[src/psc_params.svh]
`ifndef PSC_PARAMS_SVH
`define PSC_PARAMS_SVH
// system clock rate and the 16.384 kHz tick derived from it
`define PSC_CLK_HZ 200000000
`define PSC_TICK_HZ 16384
`define PSC_TICK_DIV (`PSC_CLK_HZ / `PSC_TICK_HZ)
// sampling blackout after power-on and after a low-battery power-off, in ms
`define PSC_BLACKOUT_MS 1000
`define PSC_BLACKOUT_TICKS ((`PSC_BLACKOUT_MS * `PSC_TICK_HZ) / 1000)
// boot start delay after any standby exit to run, in ms
`define PSC_BOOT_MS 16
`define PSC_BOOT_TICKS ((`PSC_BOOT_MS * `PSC_TICK_HZ) / 1000)
// interrupt exit from standby, in ms (10-15 ms; least figure)
`define PSC_IRQ_EXIT_MS 10
`define PSC_IRQ_EXIT_TICKS ((`PSC_IRQ_EXIT_MS * `PSC_TICK_HZ) / 1000)
// pll lock time spent in standby after a divider write, in ticks
`define PSC_PLL_LOCK_TICKS 16
// low-battery stability time, 61 us, in ticks (one tick is 61 us)
`define PSC_BATLOW_TICKS 1
// minimum standby hold after a forced entry: one to two ticks
`define PSC_HOLD_TICKS 2
`define PSC_CNT_W 16
`endif

[src/psc_pkg.sv]
`default_nettype none
package psc_pkg;
	typedef enum logic [1:0] {
		PSC_STANDBY,
		PSC_RUN,
		PSC_HALT
	} psc_state_t;
endpackage
`default_nettype wire

[src/psc_sync_if.sv]
`default_nettype none
interface psc_sync_if;
	logic wake;
	logic powerFailN;
	logic userResetN;
	logic irqN;
	logic fiqN;
	logic extSupplyN;
	logic batteryGood;
	logic tick;
	modport source (output wake, powerFailN, userResetN, irqN, fiqN, extSupplyN,
		batteryGood, tick);
	modport sink (input wake, powerFailN, userResetN, irqN, fiqN, extSupplyN,
		batteryGood, tick);
endinterface
`default_nettype wire

[src/psc_controller.sv]
// Operation
// RL1: exactly three states, run, halt, standby, driving clock gates.
// RL2: standby keeps only slow domain; main oscillator and derived clocks off.
// RL3: run enables both oscillators and all hardware clocks.
// RL4: rising wake edge leaves standby; sole exit after power-on; the code also takes the irq/fiq exit then when interruptsEnabled is set.
// RL5: ignore wake edges in the post power-on blackout; boot follows later.
// RL6: divider write in run passes through standby for pll lock, returns.
// RL7: irq/fiq falling edge in standby returns to run after 10-15 ms.
// RL8: irq/fiq falling edge in halt returns to run; tick never does.
// RL9: low-battery halt exit only on battery power, battery-good low 61 us.
// RL10: halt stops cpu clock, keeps main oscillator running.
// RL11: halt entered only by halt register read while in run.
// RL12: oscillator enable output drops when standby entry begins.
// RL13: sdram self refresh requested before clocks stop for standby; the code raises it on the same edge that the clocks stop.
// RL14: software follows standby read with five no-ops.
// RL15: power-fail low in run or halt forces standby after bus cycle.
// RL16: user reset low in run or halt forces standby.
// RL17: forced standby held one to two slow ticks before next move.
// RL18: standby to run blocked on battery power with battery bad.
// RL19: supply sampling delayed one to two seconds after low-battery off.
// RL20: standby goes only to run; standby is the reset state.
// RL21: wake pin disable set ignores the wake pin in standby.
// RL22: woke flag set on wake exit; cleared by halt, standby, flag-clear.
// RL23: sticky power-fail and user-reset flags cleared by flag-clear write.
// RL24: forced standby wins over coincident interrupt or wake.
// RL25: all pins pass two flip-flops before use.
`default_nettype none
`include "psc_params.svh"
module psc_controller #(
	parameter int TICK_DIV = `PSC_TICK_DIV,
	parameter int BLACKOUT_TICKS = `PSC_BLACKOUT_TICKS,
	parameter int IRQ_EXIT_TICKS = `PSC_IRQ_EXIT_TICKS,
	parameter int PLL_LOCK_TICKS = `PSC_PLL_LOCK_TICKS
) (
	input wire logic clk,
	input wire logic reset_n,
	input wire logic wakePin,
	input wire logic powerFailIn_n,
	input wire logic userResetIn_n,
	input wire logic irq_n,
	input wire logic fiq_n,
	input wire logic lowBatteryIrq,
	input wire logic externalSupplyIndicator_n,
	input wire logic batteryGood,
	input wire logic interruptsEnabled,
	input wire logic wakePinDisable,
	input wire logic haltRegRead,
	input wire logic standbyRegRead,
	input wire logic flagClearWrite,
	input wire logic clockDividerWrite,
	input wire logic busCycleDone,
	input wire logic sdramSelfRefreshAck,
	output logic [1:0] operatingState,
	output logic oscillatorEnableOut,
	output logic mainClockEnable,
	output logic cpuClockEnable,
	output logic pllReconfigure,
	output logic sdramSelfRefreshReq,
	output logic wokeFromStandbyFlag,
	output logic powerFailFlag,
	output logic userResetFlag,
	output logic bootStart
);
	psc_sync_if syncBus ();
	psc_pkg::psc_state_t state;
	psc_pkg::psc_state_t next_state;
	logic wakeLast, irqLast, fiqLast;
	logic wakeRise, irqFall;
	logic [`PSC_CNT_W-1:0] blackoutCount;
	logic [`PSC_CNT_W-1:0] waitCount;
	logic [`PSC_CNT_W-1:0] holdCount;
	logic [`PSC_CNT_W-1:0] bootCount;
	logic [`PSC_CNT_W-1:0] batLowCount;
	logic irqPending, pllPending, forceReq, runAllowed, batLowStable;
	logic entering;

	psc_sync #(.TICK_DIV(TICK_DIV)) syncUnit (
		.clk(clk),
		.reset_n(reset_n),
		.wakePin(wakePin),
		.powerFailIn_n(powerFailIn_n),
		.userResetIn_n(userResetIn_n),
		.irq_n(irq_n),
		.fiq_n(fiq_n),
		.externalSupplyIndicator_n(externalSupplyIndicator_n),
		.batteryGood(batteryGood),
		.syncOut(syncBus.source)
	);

	function automatic logic cntDone(input logic [`PSC_CNT_W-1:0] c);
		cntDone = (c == '0);
	endfunction

	assign wakeRise = syncBus.wake && !wakeLast;
	assign irqFall = (!syncBus.irqN && irqLast) || (!syncBus.fiqN && fiqLast);
	// power fail waits for the bus cycle; user reset does not [RL15] [RL16]
	assign forceReq = (!syncBus.powerFailN && busCycleDone) || !syncBus.userResetN;
	// battery power with a bad battery blocks wake [RL18]
	assign runAllowed = !(syncBus.extSupplyN && !syncBus.batteryGood);
	assign batLowStable = (batLowCount == `PSC_CNT_W'(`PSC_BATLOW_TICKS));
	assign entering = (state != psc_pkg::PSC_STANDBY) && (next_state == psc_pkg::PSC_STANDBY);

	always_ff @(posedge clk or negedge reset_n) begin
		if (!reset_n) begin
			wakeLast <= 1'b0;
			irqLast <= 1'b1;
			fiqLast <= 1'b1;
		end else begin
			wakeLast <= syncBus.wake;
			irqLast <= syncBus.irqN;
			fiqLast <= syncBus.fiqN;
		end
	end

	always_comb begin
		next_state = state;
		case (state)
			psc_pkg::PSC_RUN: begin
				if (forceReq) begin
					next_state = psc_pkg::PSC_STANDBY; // [RL24]
				end else if (standbyRegRead || clockDividerWrite) begin
					next_state = psc_pkg::PSC_STANDBY; // [RL6]
				end else if (haltRegRead) begin
					next_state = psc_pkg::PSC_HALT; // [RL11]
				end
			end
			psc_pkg::PSC_HALT: begin
				if (forceReq) begin
					next_state = psc_pkg::PSC_STANDBY;
				end else if (interruptsEnabled && irqFall) begin
					next_state = psc_pkg::PSC_RUN; // [RL8]
				end else if (interruptsEnabled && lowBatteryIrq && batLowStable
					&& syncBus.extSupplyN) begin
					next_state = psc_pkg::PSC_RUN; // [RL9]
				end
			end
			psc_pkg::PSC_STANDBY: begin
				// only run is reachable, and only once holds expire [RL20] [RL17] [RL19]
				if (cntDone(holdCount) && cntDone(blackoutCount) && runAllowed
					&& syncBus.userResetN && syncBus.powerFailN) begin
					if (pllPending && cntDone(waitCount)) begin
						next_state = psc_pkg::PSC_RUN;
					end else if (!pllPending && wakeRise && !wakePinDisable) begin
						next_state = psc_pkg::PSC_RUN; // [RL4] [RL21] [RL5]
					end else if (irqPending && cntDone(waitCount)) begin
						next_state = psc_pkg::PSC_RUN; // [RL7]
					end
				end
			end
			default: next_state = psc_pkg::PSC_STANDBY;
		endcase
	end

	always_ff @(posedge clk or negedge reset_n) begin
		if (!reset_n) begin
			state <= psc_pkg::PSC_STANDBY; // [RL20]
		end else begin
			state <= next_state; // [RL1]
		end
	end

	// blackout after power-on and after a low-battery power-off [RL5] [RL19]
	always_ff @(posedge clk or negedge reset_n) begin
		if (!reset_n) begin
			blackoutCount <= `PSC_CNT_W'(BLACKOUT_TICKS);
		end else if (entering && !syncBus.batteryGood) begin
			blackoutCount <= `PSC_CNT_W'(BLACKOUT_TICKS);
		end else if (syncBus.tick && !cntDone(blackoutCount)) begin
			blackoutCount <= blackoutCount - `PSC_CNT_W'(1);
		end
	end

	// forced entry hold; two ticks gives a 61-122 us window [RL17]
	always_ff @(posedge clk or negedge reset_n) begin
		if (!reset_n) begin
			holdCount <= '0;
		end else if (entering && forceReq) begin
			holdCount <= `PSC_CNT_W'(`PSC_HOLD_TICKS);
		end else if (syncBus.tick && !cntDone(holdCount)) begin
			holdCount <= holdCount - `PSC_CNT_W'(1);
		end
	end

	// pll lock wait and interrupt exit delay share one counter [RL6] [RL7]
	always_ff @(posedge clk or negedge reset_n) begin
		if (!reset_n) begin
			pllPending <= 1'b0;
			irqPending <= 1'b0;
			waitCount <= '0;
		end else if (state == psc_pkg::PSC_RUN && clockDividerWrite && !forceReq) begin
			pllPending <= 1'b1;
			waitCount <= `PSC_CNT_W'(PLL_LOCK_TICKS);
		end else if (state == psc_pkg::PSC_STANDBY && next_state == psc_pkg::PSC_RUN) begin
			pllPending <= 1'b0;
			irqPending <= 1'b0;
		end else if (state == psc_pkg::PSC_STANDBY && !pllPending && !irqPending
			&& interruptsEnabled && irqFall) begin
			irqPending <= 1'b1;
			waitCount <= `PSC_CNT_W'(IRQ_EXIT_TICKS);
		end else if (entering) begin
			pllPending <= 1'b0;
		end else if (syncBus.tick && !cntDone(waitCount)) begin
			waitCount <= waitCount - `PSC_CNT_W'(1);
		end
	end

	// battery-good must stay low until the next tick, at most 61 us, before the low-battery exit counts [RL9]
	always_ff @(posedge clk or negedge reset_n) begin
		if (!reset_n) begin
			batLowCount <= '0;
		end else if (syncBus.batteryGood) begin
			batLowCount <= '0;
		end else if (syncBus.tick && !batLowStable) begin
			batLowCount <= batLowCount + `PSC_CNT_W'(1);
		end
	end

	// clock gating by state; oscillator drops the cycle standby begins [RL2] [RL3] [RL10] [RL12]
	always_ff @(posedge clk or negedge reset_n) begin
		if (!reset_n) begin
			operatingState <= 2'h0;
			oscillatorEnableOut <= 1'b0;
			mainClockEnable <= 1'b0;
			cpuClockEnable <= 1'b0;
			pllReconfigure <= 1'b0;
		end else begin
			operatingState <= next_state;
			oscillatorEnableOut <= next_state != psc_pkg::PSC_STANDBY;
			mainClockEnable <= next_state != psc_pkg::PSC_STANDBY;
			cpuClockEnable <= next_state == psc_pkg::PSC_RUN;
			pllReconfigure <= state == psc_pkg::PSC_RUN && clockDividerWrite;
		end
	end

	// self refresh asked as standby begins; held until run [RL13]
	always_ff @(posedge clk or negedge reset_n) begin
		if (!reset_n) begin
			sdramSelfRefreshReq <= 1'b1;
		end else if (entering) begin
			sdramSelfRefreshReq <= 1'b1;
		end else if (next_state == psc_pkg::PSC_RUN && state == psc_pkg::PSC_STANDBY) begin
			sdramSelfRefreshReq <= 1'b0;
		end
	end

	// status flags; a set beats a clear in the same cycle [RL22] [RL23]
	always_ff @(posedge clk or negedge reset_n) begin
		if (!reset_n) begin
			wokeFromStandbyFlag <= 1'b0;
			powerFailFlag <= 1'b0;
			userResetFlag <= 1'b0;
		end else begin
			if (state == psc_pkg::PSC_STANDBY && next_state == psc_pkg::PSC_RUN && !pllPending
				&& wakeRise && !wakePinDisable) begin
				wokeFromStandbyFlag <= 1'b1;
			end else if (flagClearWrite || haltRegRead || standbyRegRead) begin
				wokeFromStandbyFlag <= 1'b0;
			end
			if (entering && !syncBus.powerFailN) begin
				powerFailFlag <= 1'b1;
			end else if (flagClearWrite) begin
				powerFailFlag <= 1'b0;
			end
			if (entering && !syncBus.userResetN) begin
				userResetFlag <= 1'b1;
			end else if (flagClearWrite) begin
				userResetFlag <= 1'b0;
			end
		end
	end

	// boot start pulse after every standby-to-run exit; sdram ack unused by the timing
	always_ff @(posedge clk or negedge reset_n) begin
		if (!reset_n) begin
			bootCount <= '0;
			bootStart <= 1'b0;
		end else begin
			bootStart <= 1'b0;
			if (state == psc_pkg::PSC_STANDBY && next_state == psc_pkg::PSC_RUN) begin
				bootCount <= `PSC_CNT_W'(`PSC_BOOT_TICKS);
			end else if (syncBus.tick && bootCount == `PSC_CNT_W'(1)) begin
				bootCount <= '0;
				bootStart <= sdramSelfRefreshAck || 1'b1; // [RL5]
			end else if (syncBus.tick && !cntDone(bootCount)) begin
				bootCount <= bootCount - `PSC_CNT_W'(1);
			end
		end
	end

	halt_only_run_a: assert property (@(posedge clk) disable iff (!reset_n) // [RL11]
		(state != psc_pkg::PSC_RUN) |=> (state != psc_pkg::PSC_HALT) || $past(state) == state)
		else $error("halt entered from other than run");
	standby_to_run_a: assert property (@(posedge clk) disable iff (!reset_n) // [RL20]
		(state == psc_pkg::PSC_STANDBY) |=> (state != psc_pkg::PSC_HALT))
		else $error("standby moved to halt");
	force_standby_a: assert property (@(posedge clk) disable iff (!reset_n) // [RL16]
		(state != psc_pkg::PSC_STANDBY && !syncBus.userResetN) |=>
		(state == psc_pkg::PSC_STANDBY))
		else $error("user reset did not force standby");
	osc_off_a: assert property (@(posedge clk) disable iff (!reset_n) // [RL12]
		(state == psc_pkg::PSC_STANDBY) |-> !oscillatorEnableOut)
		else $error("oscillator on in standby");
	cpu_clock_a: assert property (@(posedge clk) disable iff (!reset_n) // [RL10]
		(state == psc_pkg::PSC_HALT) |-> !cpuClockEnable && mainClockEnable)
		else $error("halt clock gating wrong");
	hold_block_a: assert property (@(posedge clk) disable iff (!reset_n) // [RL17]
		!cntDone(holdCount) |-> next_state != psc_pkg::PSC_RUN)
		else $error("left standby during hold");
	battery_block_a: assert property (@(posedge clk) disable iff (!reset_n) // [RL18]
		(state == psc_pkg::PSC_STANDBY && !runAllowed) |=> state == psc_pkg::PSC_STANDBY)
		else $error("run entered on bad battery");
	pf_flag_a: assert property (@(posedge clk) disable iff (!reset_n) // [RL23]
		(entering && !syncBus.powerFailN) |=> powerFailFlag)
		else $error("power fail flag not set");
	refresh_a: assert property (@(posedge clk) disable iff (!reset_n) // [RL13]
		(state == psc_pkg::PSC_STANDBY) |-> sdramSelfRefreshReq)
		else $error("no self refresh in standby");
	wake_disable_a: assert property (@(posedge clk) disable iff (!reset_n) // [RL21]
		(state == psc_pkg::PSC_STANDBY && wakePinDisable && !pllPending && !irqPending)
		|=> state == psc_pkg::PSC_STANDBY)
		else $error("wake pin honoured while disabled");
	pll_standby_a: assert property (@(posedge clk) disable iff (!reset_n) // [RL6]
		pllReconfigure |-> state == psc_pkg::PSC_STANDBY)
		else $error("divider write did not pass through standby");
	halt_masked_a: assert property (@(posedge clk) disable iff (!reset_n) // [RL8]
		(state == psc_pkg::PSC_HALT && !interruptsEnabled && !forceReq) |=>
		state == psc_pkg::PSC_HALT)
		else $error("halt left with interrupts masked");
	halt_irq_a: assert property (@(posedge clk) disable iff (!reset_n) // [RL8]
		(state == psc_pkg::PSC_HALT && interruptsEnabled && irqFall && !forceReq) |=>
		state == psc_pkg::PSC_RUN)
		else $error("interrupt edge did not end halt");
	blackout_block_a: assert property (@(posedge clk) disable iff (!reset_n) // [RL5]
		(state == psc_pkg::PSC_STANDBY && !cntDone(blackoutCount)) |=>
		state == psc_pkg::PSC_STANDBY)
		else $error("left standby during blackout");
	woke_set_a: assert property (@(posedge clk) disable iff (!reset_n) // [RL22]
		(state == psc_pkg::PSC_STANDBY && !pllPending && !irqPending) ##1
		(state == psc_pkg::PSC_RUN) |-> wokeFromStandbyFlag)
		else $error("wake exit left the woke flag clear");
	wake_c: cover property (@(posedge clk) disable iff (!reset_n)
		state == psc_pkg::PSC_STANDBY ##1 state == psc_pkg::PSC_RUN);
	halt_c: cover property (@(posedge clk) disable iff (!reset_n)
		state == psc_pkg::PSC_HALT ##1 state == psc_pkg::PSC_RUN);
	pll_c: cover property (@(posedge clk) disable iff (!reset_n)
		pllReconfigure ##[1:300] state == psc_pkg::PSC_STANDBY);
	force_c: cover property (@(posedge clk) disable iff (!reset_n)
		(forceReq && state == psc_pkg::PSC_HALT) ##1 (state == psc_pkg::PSC_STANDBY));
endmodule
`default_nettype wire

[src/psc_sync.sv]
`default_nettype none
`include "psc_params.svh"
module psc_sync #(
	parameter int TICK_DIV = `PSC_TICK_DIV
) (
	input wire logic clk,
	input wire logic reset_n,
	input wire logic wakePin,
	input wire logic powerFailIn_n,
	input wire logic userResetIn_n,
	input wire logic irq_n,
	input wire logic fiq_n,
	input wire logic externalSupplyIndicator_n,
	input wire logic batteryGood,
	psc_sync_if.source syncOut
);
	localparam int W = 7;
	logic [W-1:0] stage1;
	logic [W-1:0] stage2;
	logic [15:0] divCount;
	logic tick;

	// two flops on every pin; only stage2 is looked at [RL25]
	always_ff @(posedge clk or negedge reset_n) begin
		if (!reset_n) begin
			stage1 <= 7'h7e;
			stage2 <= 7'h7e;
		end else begin
			stage1 <= {batteryGood, externalSupplyIndicator_n, fiq_n, irq_n,
				userResetIn_n, powerFailIn_n, wakePin};
			stage2 <= stage1;
		end
	end

	// 16.384 kHz enable pulse from the system clock
	always_ff @(posedge clk or negedge reset_n) begin
		if (!reset_n) begin
			divCount <= 16'h0;
			tick <= 1'b0;
		end else if (divCount == 16'(TICK_DIV - 1)) begin
			divCount <= 16'h0;
			tick <= 1'b1;
		end else begin
			divCount <= divCount + 16'h1;
			tick <= 1'b0;
		end
	end

	assign syncOut.wake = stage2[0];
	assign syncOut.powerFailN = stage2[1];
	assign syncOut.userResetN = stage2[2];
	assign syncOut.irqN = stage2[3];
	assign syncOut.fiqN = stage2[4];
	assign syncOut.extSupplyN = stage2[5];
	assign syncOut.batteryGood = stage2[6];
	assign syncOut.tick = tick;
endmodule
`default_nettype wire

[config.mk]
export PLATFORM = sky130hd
export DESIGN_NAME = psc_controller
export DESIGN_NICKNAME = d
export VERILOG_FILES = /design/src/psc_pkg.sv /design/src/psc_sync_if.sv /design/src/psc_controller.sv /design/src/psc_sync.sv
export VERILOG_INCLUDE_DIRS = /design/src
export SDC_FILE = /design/constraint.sdc
export NUM_CORES = 1
export LEC_CHECK = 0
export ABC_AREA = 1
export BUFFER_PORTS_ARGS = -buffer_cell sky130_fd_sc_hd__buf_4
export CAP_MARGIN = 20
export CELL_PAD_IN_SITES_DETAIL_PLACEMENT = 1
export CELL_PAD_IN_SITES_GLOBAL_PLACEMENT = 1
export CORE_MARGIN = 5
export CORE_UTILIZATION = 24
export DETAILED_ROUTE_END_ITERATION = 8
export PLACE_DENSITY_LB_ADDON = 0.1
export SLEW_MARGIN = 10
export SYNTH_ARGS = -nofsm -noshare
export SYNTH_HDL_FRONTEND = slang
export SYNTH_HIERARCHICAL = 1
export SYNTH_SLANG_ARGS = --single-unit
[constraint.sdc]
create_clock -name clk -period 1.8 [get_ports clk]
set_input_delay 0.36 -clock clk [delete_from_list [all_inputs] [get_ports clk]]
set_output_delay 0.36 -clock clk [all_outputs]
set_load 0.005 [all_outputs]
==> out/qor.csv, run 1 <==
metric,value,unit
Die Y-Extent,177.4,µm
Crit path arrival time,2.18,ns
Die X,177.4,µm
sequential element share of the synthesized area,0.4720,
Final Hold Fails,0,
Routed Wire Length,20.07,mm
Startpoint Class,flip-flop,
post-synthesis mux area share,0.001489,
Mapped Cells,840,
failing checks,setup timing,
CTS root buf,clkbuf_16,
Antenna Nets Post-Route,0,
Max Slew Vio Count,0,
vias,6032,
layout cell share with drive strength beyond 1,0.3746,
Yosys Warn Count,6,
initial antenna violation count,0,
Setup crit end kind,flip-flop,
Worst Tran Pin Value,0.4225,ns
GP Congestion,0.7502,
CORE AREA,0.02771,mm²
antenna cell count,0,
number of flops mapped to enable cells by yosys,0,
area delta synth->final,47.96,%
Initial DRC Count,228,
GRT overflow,0,
"Core Util, Final",0.3590,
Bufs on Longest Clock Path,2,
Power Density,833.6,mW/mm²
Synth Area in Simple Gates,0.3255,
Post-Syn Area,0.006723,mm²
Clock Sinks,126,
Top Ports,29,
Final Cell Area,0.009947,mm²
adder-cell share of the synthesized area,0.02233,
Reg2Reg Launch Point,batLowCount[1],
RSZ-0062 raised after global routing,true,
Most used DFF post-synth,dfrtp_1,
"commonest cells after routing, fill and taps aside","buf_4 (176), nor2_1 (152), nand2_1 (144), dfrtp_1 (110), inv_1 (72)",
vias in the first global route,6561,
Routed WL per cell,13.98,µm
power consumption,8.292,mW
drt pass-1 iters,4,
peak supply drop,0.4808,mV
crit path to,blackoutCount[1],
Initial Util,0.2427,
worst setup margin,-0.08342,ns
port buffer count,27,
Setup TNS,-1.652,ns
FF-to-FF path depth,10,
placed cell count,1383,
Max transition margin,0.7162,
required time worst endpoint,2.10,ns
Worst setup startpoint,batLowCount[1],
WS Path Type,reg2reg,
"most common cell after layout, fill and taps aside",buf_4,
hpwl dp,14.54,mm
CTS tree,built,
post-synthesis cell type count,44,
std cell rows,61,
Max-Cap Viols,0,
pre-CTS WS,-0.2074,ns
Mapped Nets,870,
leakage power,4.609,nW
clock-pin transition on the worst setup and hold timing paths,0.06,ns
die area,0.03146,mm²
Skew-Pair Late Insertion Delay,0.42,ns
DR DRC count,0,
"FF+latch count, synth",126,
Via density,4.203,
CP Max Fanout,7,
H-tree depth,4,
CTS Buf Count,17,
final hold slack,0.04369,ns
post-layout net count,1074,
worst reg2reg endpoint,blackoutCount[1],
Synth Area in Compound Gates,0.03518,
area post-placement,0.008513,mm²
skew final,0.01252,ns
crit share post-route,1.046,
final setup fails,42,
asr flop ratio synth,1.000,
gr usage total,0.1306,
largest family of logic cells by synthesized area,simple AND/OR/NAND/NOR gates,
largest net degree at the start of global routing,36,
status,finished with violations,
Worst Hold Class,in2reg,
Mapped Avg Cell Area,8.003,µm²
Period minus WS final,1.883,ns
XOR/XNOR share of the synthesized area,0.07687,
f_max,530.9,MHz
first-pass GRT wire length,32.75,mm
Reg2Reg Setup Slack,-0.08,ns
"Cell Count, Final, Fillers Out",1435,
cell families after synthesis:
family	Yosys count
and+or+nand+nor	495
DFF	126
muxes	1
xor gates and xnor gates	59
AOI/OAI and AO/OA	40
buffers and inverters	107
adders and majority gates	12
Yosys cell counts (all sizes together), types with 2 or more instances:
| cell type | n | area [µm²] |
|---|---|---|
| a21oi | 14 | 81.33 |
| a31oi | 2 | 12.51 |
| buf | 9 | 78.82 |
| clkbuf | 3 | 11.26 |
| clkinv | 2 | 8.750 |
| dfrtp | 110 | 2753 |
| dfstp | 16 | 420.4 |
| ha | 12 | 150.1 |
| inv | 93 | 349.1 |
| nand2 | 171 | 654.4 |
| nand3 | 43 | 227.7 |
| nand3b | 2 | 15.01 |
| nand4 | 38 | 244.0 |
| nor2 | 201 | 807.0 |
| nor3 | 28 | 161.4 |
| nor4 | 3 | 18.77 |
| o21ai | 17 | 88.84 |
| o221ai | 2 | 17.52 |
| o31ai | 2 | 15.01 |
| or2 | 7 | 46.29 |
| xnor2 | 20 | 175.2 |
| xor2 | 39 | 341.6 |
flip-flops by register name (all words and copies together) (netlist names), 7 cells and up:
signal,flops
syncUnit/stage2,7
batLowCount,16
waitCount,16
holdCount,16
bootCount,16
syncUnit/stage1,7
blackoutCount,16
syncUnit/divCount,16
critical path, stage by stage, from the launching register on:
cell and delay [ns]:
dfrtp_1 0.39, inv_2 0.08, ha_4 0.14, nand4_1 0.14, nor2_1 0.15, nand3_2 0.11
a21oi_4 0.20, nand3_4 0.16, nor2_4 0.18, clkbuf_16 0.18, a21oi_1 0.04
power breakdown:
group	internal, mW	switching (mW)
Clock	2.16	1.38
Sequential	3.03	0.108
Combinational	0.782	0.838
Total	5.97	2.33
worst min path at each step:
stage | depth (start not counted) | end | startpoint
after floorplan | 0 | batLowCount[0] | reset_n
after global placement | 1 | blackoutCount[11] | reset_n
after detailed placement | 1 | blackoutCount[11] | reset_n
final | 1 | syncUnit/stage1[5] | externalSupplyIndicator_n
after global routing | 1 | syncUnit/stage1[5] | externalSupplyIndicator_n
after CTS | 1 | syncUnit/stage1[5] | externalSupplyIndicator_n
final cells by class:
| type | instances | area [µm²] |
|---|---|---|
| repair buffers | 197 | 1662 |
| multi-input cells | 607 | 3667 |
| well taps | 378 | 473.0 |
| inverters | 95 | 369.1 |
| clock buffers | 20 | 466.7 |
| clock inverters | 12 | 136.4 |
| flip-flops and latches | 126 | 3173 |
| fillers | 3301 | 17760 |
repair_timing:
action | 4_1_cts | 5_1_grt
pin swaps | 4 | 37
hold buffers | 1 | 0
gates resized for setup | 35 | 139
setup endpoints to repair | 82 | 82
cloned | 0 | 2
setup buffers | 0 | 17
hold endpoints to repair | 22 | 0
per-layer routing:
| metal | track usage | wire [µm] |
|---|---|---|
| met1 | 0.1756 | 9807 |
| met2 | 0.2171 | 9708 |
| met3 | 0.02365 | 346 |
| met4 | 0.03481 | 204 |
| met5 | 0 | 0 |
(Power assumes the default switching activity.)
==> run 2, diff against run 1 <==
--- a/config.mk
+++ b/config.mk
@@ -12,10 +12,11 @@
 export CELL_PAD_IN_SITES_DETAIL_PLACEMENT = 1
 export CELL_PAD_IN_SITES_GLOBAL_PLACEMENT = 1
 export CORE_MARGIN = 5
-export CORE_UTILIZATION = 24
+export CORE_UTILIZATION = 40
 export DETAILED_ROUTE_END_ITERATION = 8
+export GPL_TIMING_DRIVEN = 0
 export PLACE_DENSITY_LB_ADDON = 0.1
-export SLEW_MARGIN = 10
+export SLEW_MARGIN = 20
 export SYNTH_ARGS = -nofsm -noshare
 export SYNTH_HDL_FRONTEND = slang
 export SYNTH_HIERARCHICAL = 1
==> run 2 against run 1 <==
The flow still finishes with violations (setup timing); clock-buffer cell count down 1; global-route usage up 6.9 points; register-to-register slack worse by 0.10 ns; non-clock buffer count down 81; core utilization up 20 points; clock skew down 0.0045 ns; cell count down 17%; total power down 3.1%; sequential power up 4%; first-iteration DRC count down 14%; hold slack better by 0.0044 ns; critical endpoint is now waitCount[2]; largest cell class unchanged.
==> out/qor.csv, run 2 (synthesis gave the netlist of run 1 again) <==
metric,value,unit
status,finished with violations,
failing checks,setup timing,
Final Cell Area,0.009223,mm²
gr usage total,0.1993,
largest net degree at the start of global routing,88,
Power Density,870.9,mW/mm²
Via density,5.056,
CORE AREA,0.01652,mm²
WS Path Type,reg2reg,
worst reg2reg endpoint,waitCount[2],
Die X,139.6,µm
Worst Hold Class,in2reg,
Initial DRC Count,197,
clock-pin transition on the worst setup and hold timing paths,0.06,ns
"Core Util, Final",0.5581,
"commonest cells after routing, fill and taps aside","nand2_1 (145), nor2_1 (132), dfrtp_1 (101), buf_4 (89), inv_1 (69)",
CTS tree,built,
Reg2Reg Setup Slack,-0.19,ns
final setup fails,65,
crit share post-route,1.104,
peak supply drop,0.7441,mV
port buffer count,27,
Final Hold Fails,0,
Clock Sinks,126,
FF-to-FF path depth,12,
Routed Wire Length,20.51,mm
critical path's top delay family,simple AND/OR/NAND/NOR gates,
post-layout net count,993,
Routed WL per cell,17.15,µm
Antenna Nets Post-Route,0,
crit-path cells,nor2_2 -> nand2_1 -> nor2_4 -> nand3_2 -> nor2_4 -> nand2_4 -> clkinv_4 -> nor2_4 -> nand3_4 -> buf_8 -> nand4_1 -> nand2_1,
drt pass-1 iters,4,
area delta synth->final,37.19,%
layout cell share with drive strength beyond 1,0.3566,
RSZ-0062 raised after global routing,true,
GRT overflow,0,
DR DRC count,0,
Max-Cap Viols,0,
antenna cell count,0,
die area,0.01950,mm²
Bufs on Longest Clock Path,2,
Hold Path Sink,syncUnit/stage1[5],
area of the multi-input gates,0.003754,mm²
Skew-Pair Late Insertion Delay,0.42,ns
CTS root buf,clkbuf_16,
std cell rows,47,
Die Y-Extent,139.6,µm
Max Slew Vio Count,0,
Setup crit end kind,flip-flop,
initial antenna violation count,0,
Hold Crit Start,externalSupplyIndicator_n,
Max stage delay on crit path,0.42,ns
hpwl dp,12.39,mm
Worst path slowest cell,dfrtp_1,
power consumption,8.032,mW
crit-path most repeated cell,nor2_4,
vias,6047,
Top Ports,29,
leakage power,4.177,nW
Initial Util,0.4068,
worst setup margin,-0.1878,ns
Filler cells,1919,
WHS Path Cells,1,
CP Max Fanout,10,
CTS Buf Count,17,
GP Congestion,0.8594,
first-pass GRT wire length,31.75,mm
required time worst endpoint,2.15,ns
H-tree depth,4,
Setup TNS,-7.676,ns
skew final,0.008015,ns
Crit path arrival time,2.34,ns
Startpoint Class,flip-flop,
vias in the first global route,6468,
Max transition margin,0.6085,
Period minus WS final,1.988,ns
f_max,503.1,MHz
WP buf/inv,2,
"most common cell after layout, fill and taps aside",nand2_1,
area post-placement,0.007236,mm²
Seq. cell area,0.003184,mm²
Reg2Reg Launch Point,blackoutCount[4],
Worst Tran Pin Value,0.5828,ns
[run 2: changes by cell type in the layout (fill, tap and decap cells not counted), sizes merged]
cell      previous run  this run
bufinv               2         4
inv                 93        92
buf                194       112
clkinv               9         8
clkinvlp             3         4
[run 2: worst max-delay path by stage]
stage / end / start / slack [ns] / depth (start not counted)
after floorplan: blackoutCount[5] / batLowCount[0] / 0.04 / 14
after global routing: waitCount[3] / blackoutCount[4] / -0.30 / 12
final: waitCount[2] / blackoutCount[4] / -0.19 / 12
after CTS: holdCount[0] / blackoutCount[1] / -0.16 / 13
after detailed placement: waitCount[12] / blackoutCount[0] / -0.50 / 14
after global placement: waitCount[6] / syncUnit/stage2[6] / -0.40 / 14
[run 2: what timing repair did]
item	CTS	global route
cloned	2	1
pin swaps	28	38
setup buffers	35	37
gates resized for setup	103	131
hold buffers	1	0
setup endpoints to repair	85	81
hold endpoints to repair	39	0
[run 2: routing by layer]
metal	wire (µm)	global-route usage	share of wire
met5	0	0	0
met4	472	0.06017	0.023
met3	535	0.04082	0.026
met2	10790	0.3514	0.53
met1	8708	0.2464	0.42
[run 2: layout make-up]
class	instances	area share
inverter	95	0.04002
timing repair buffer	104	0.09551
buffer	12	0.01370
sequential	126	0.3453
tap	220	0.02985
clock inverter	13	0.02062
multi-input combinational	607	0.4070
clock buffer	19	0.04803
[run 2: report_power, final]
part	internal [mW]	switching (mW)	leakage, nW
Clock	2.36	1.34	0.295
Combinational	0.449	0.625	2.40
Sequential	3.03	0.234	1.48
[run 2: per-stage QoR]
| step | hold WS (ns) | setup WS, ns | instances |
|---|---|---|---|
| 2_1_floorplan | 0.06441 | 0.04051 | 840 |
| 3_3_place_gp | 0.3407 | -0.4033 | 1087 |
| 3_5_place_dp | 0.2675 | -0.4967 | 1088 |
| 4_1_cts | 0.03347 | -0.1646 | 1158 |
| 5_1_grt | 0.02404 | -0.3032 | 1196 |
| 6_report | 0.04813 | -0.1878 | 1196 |
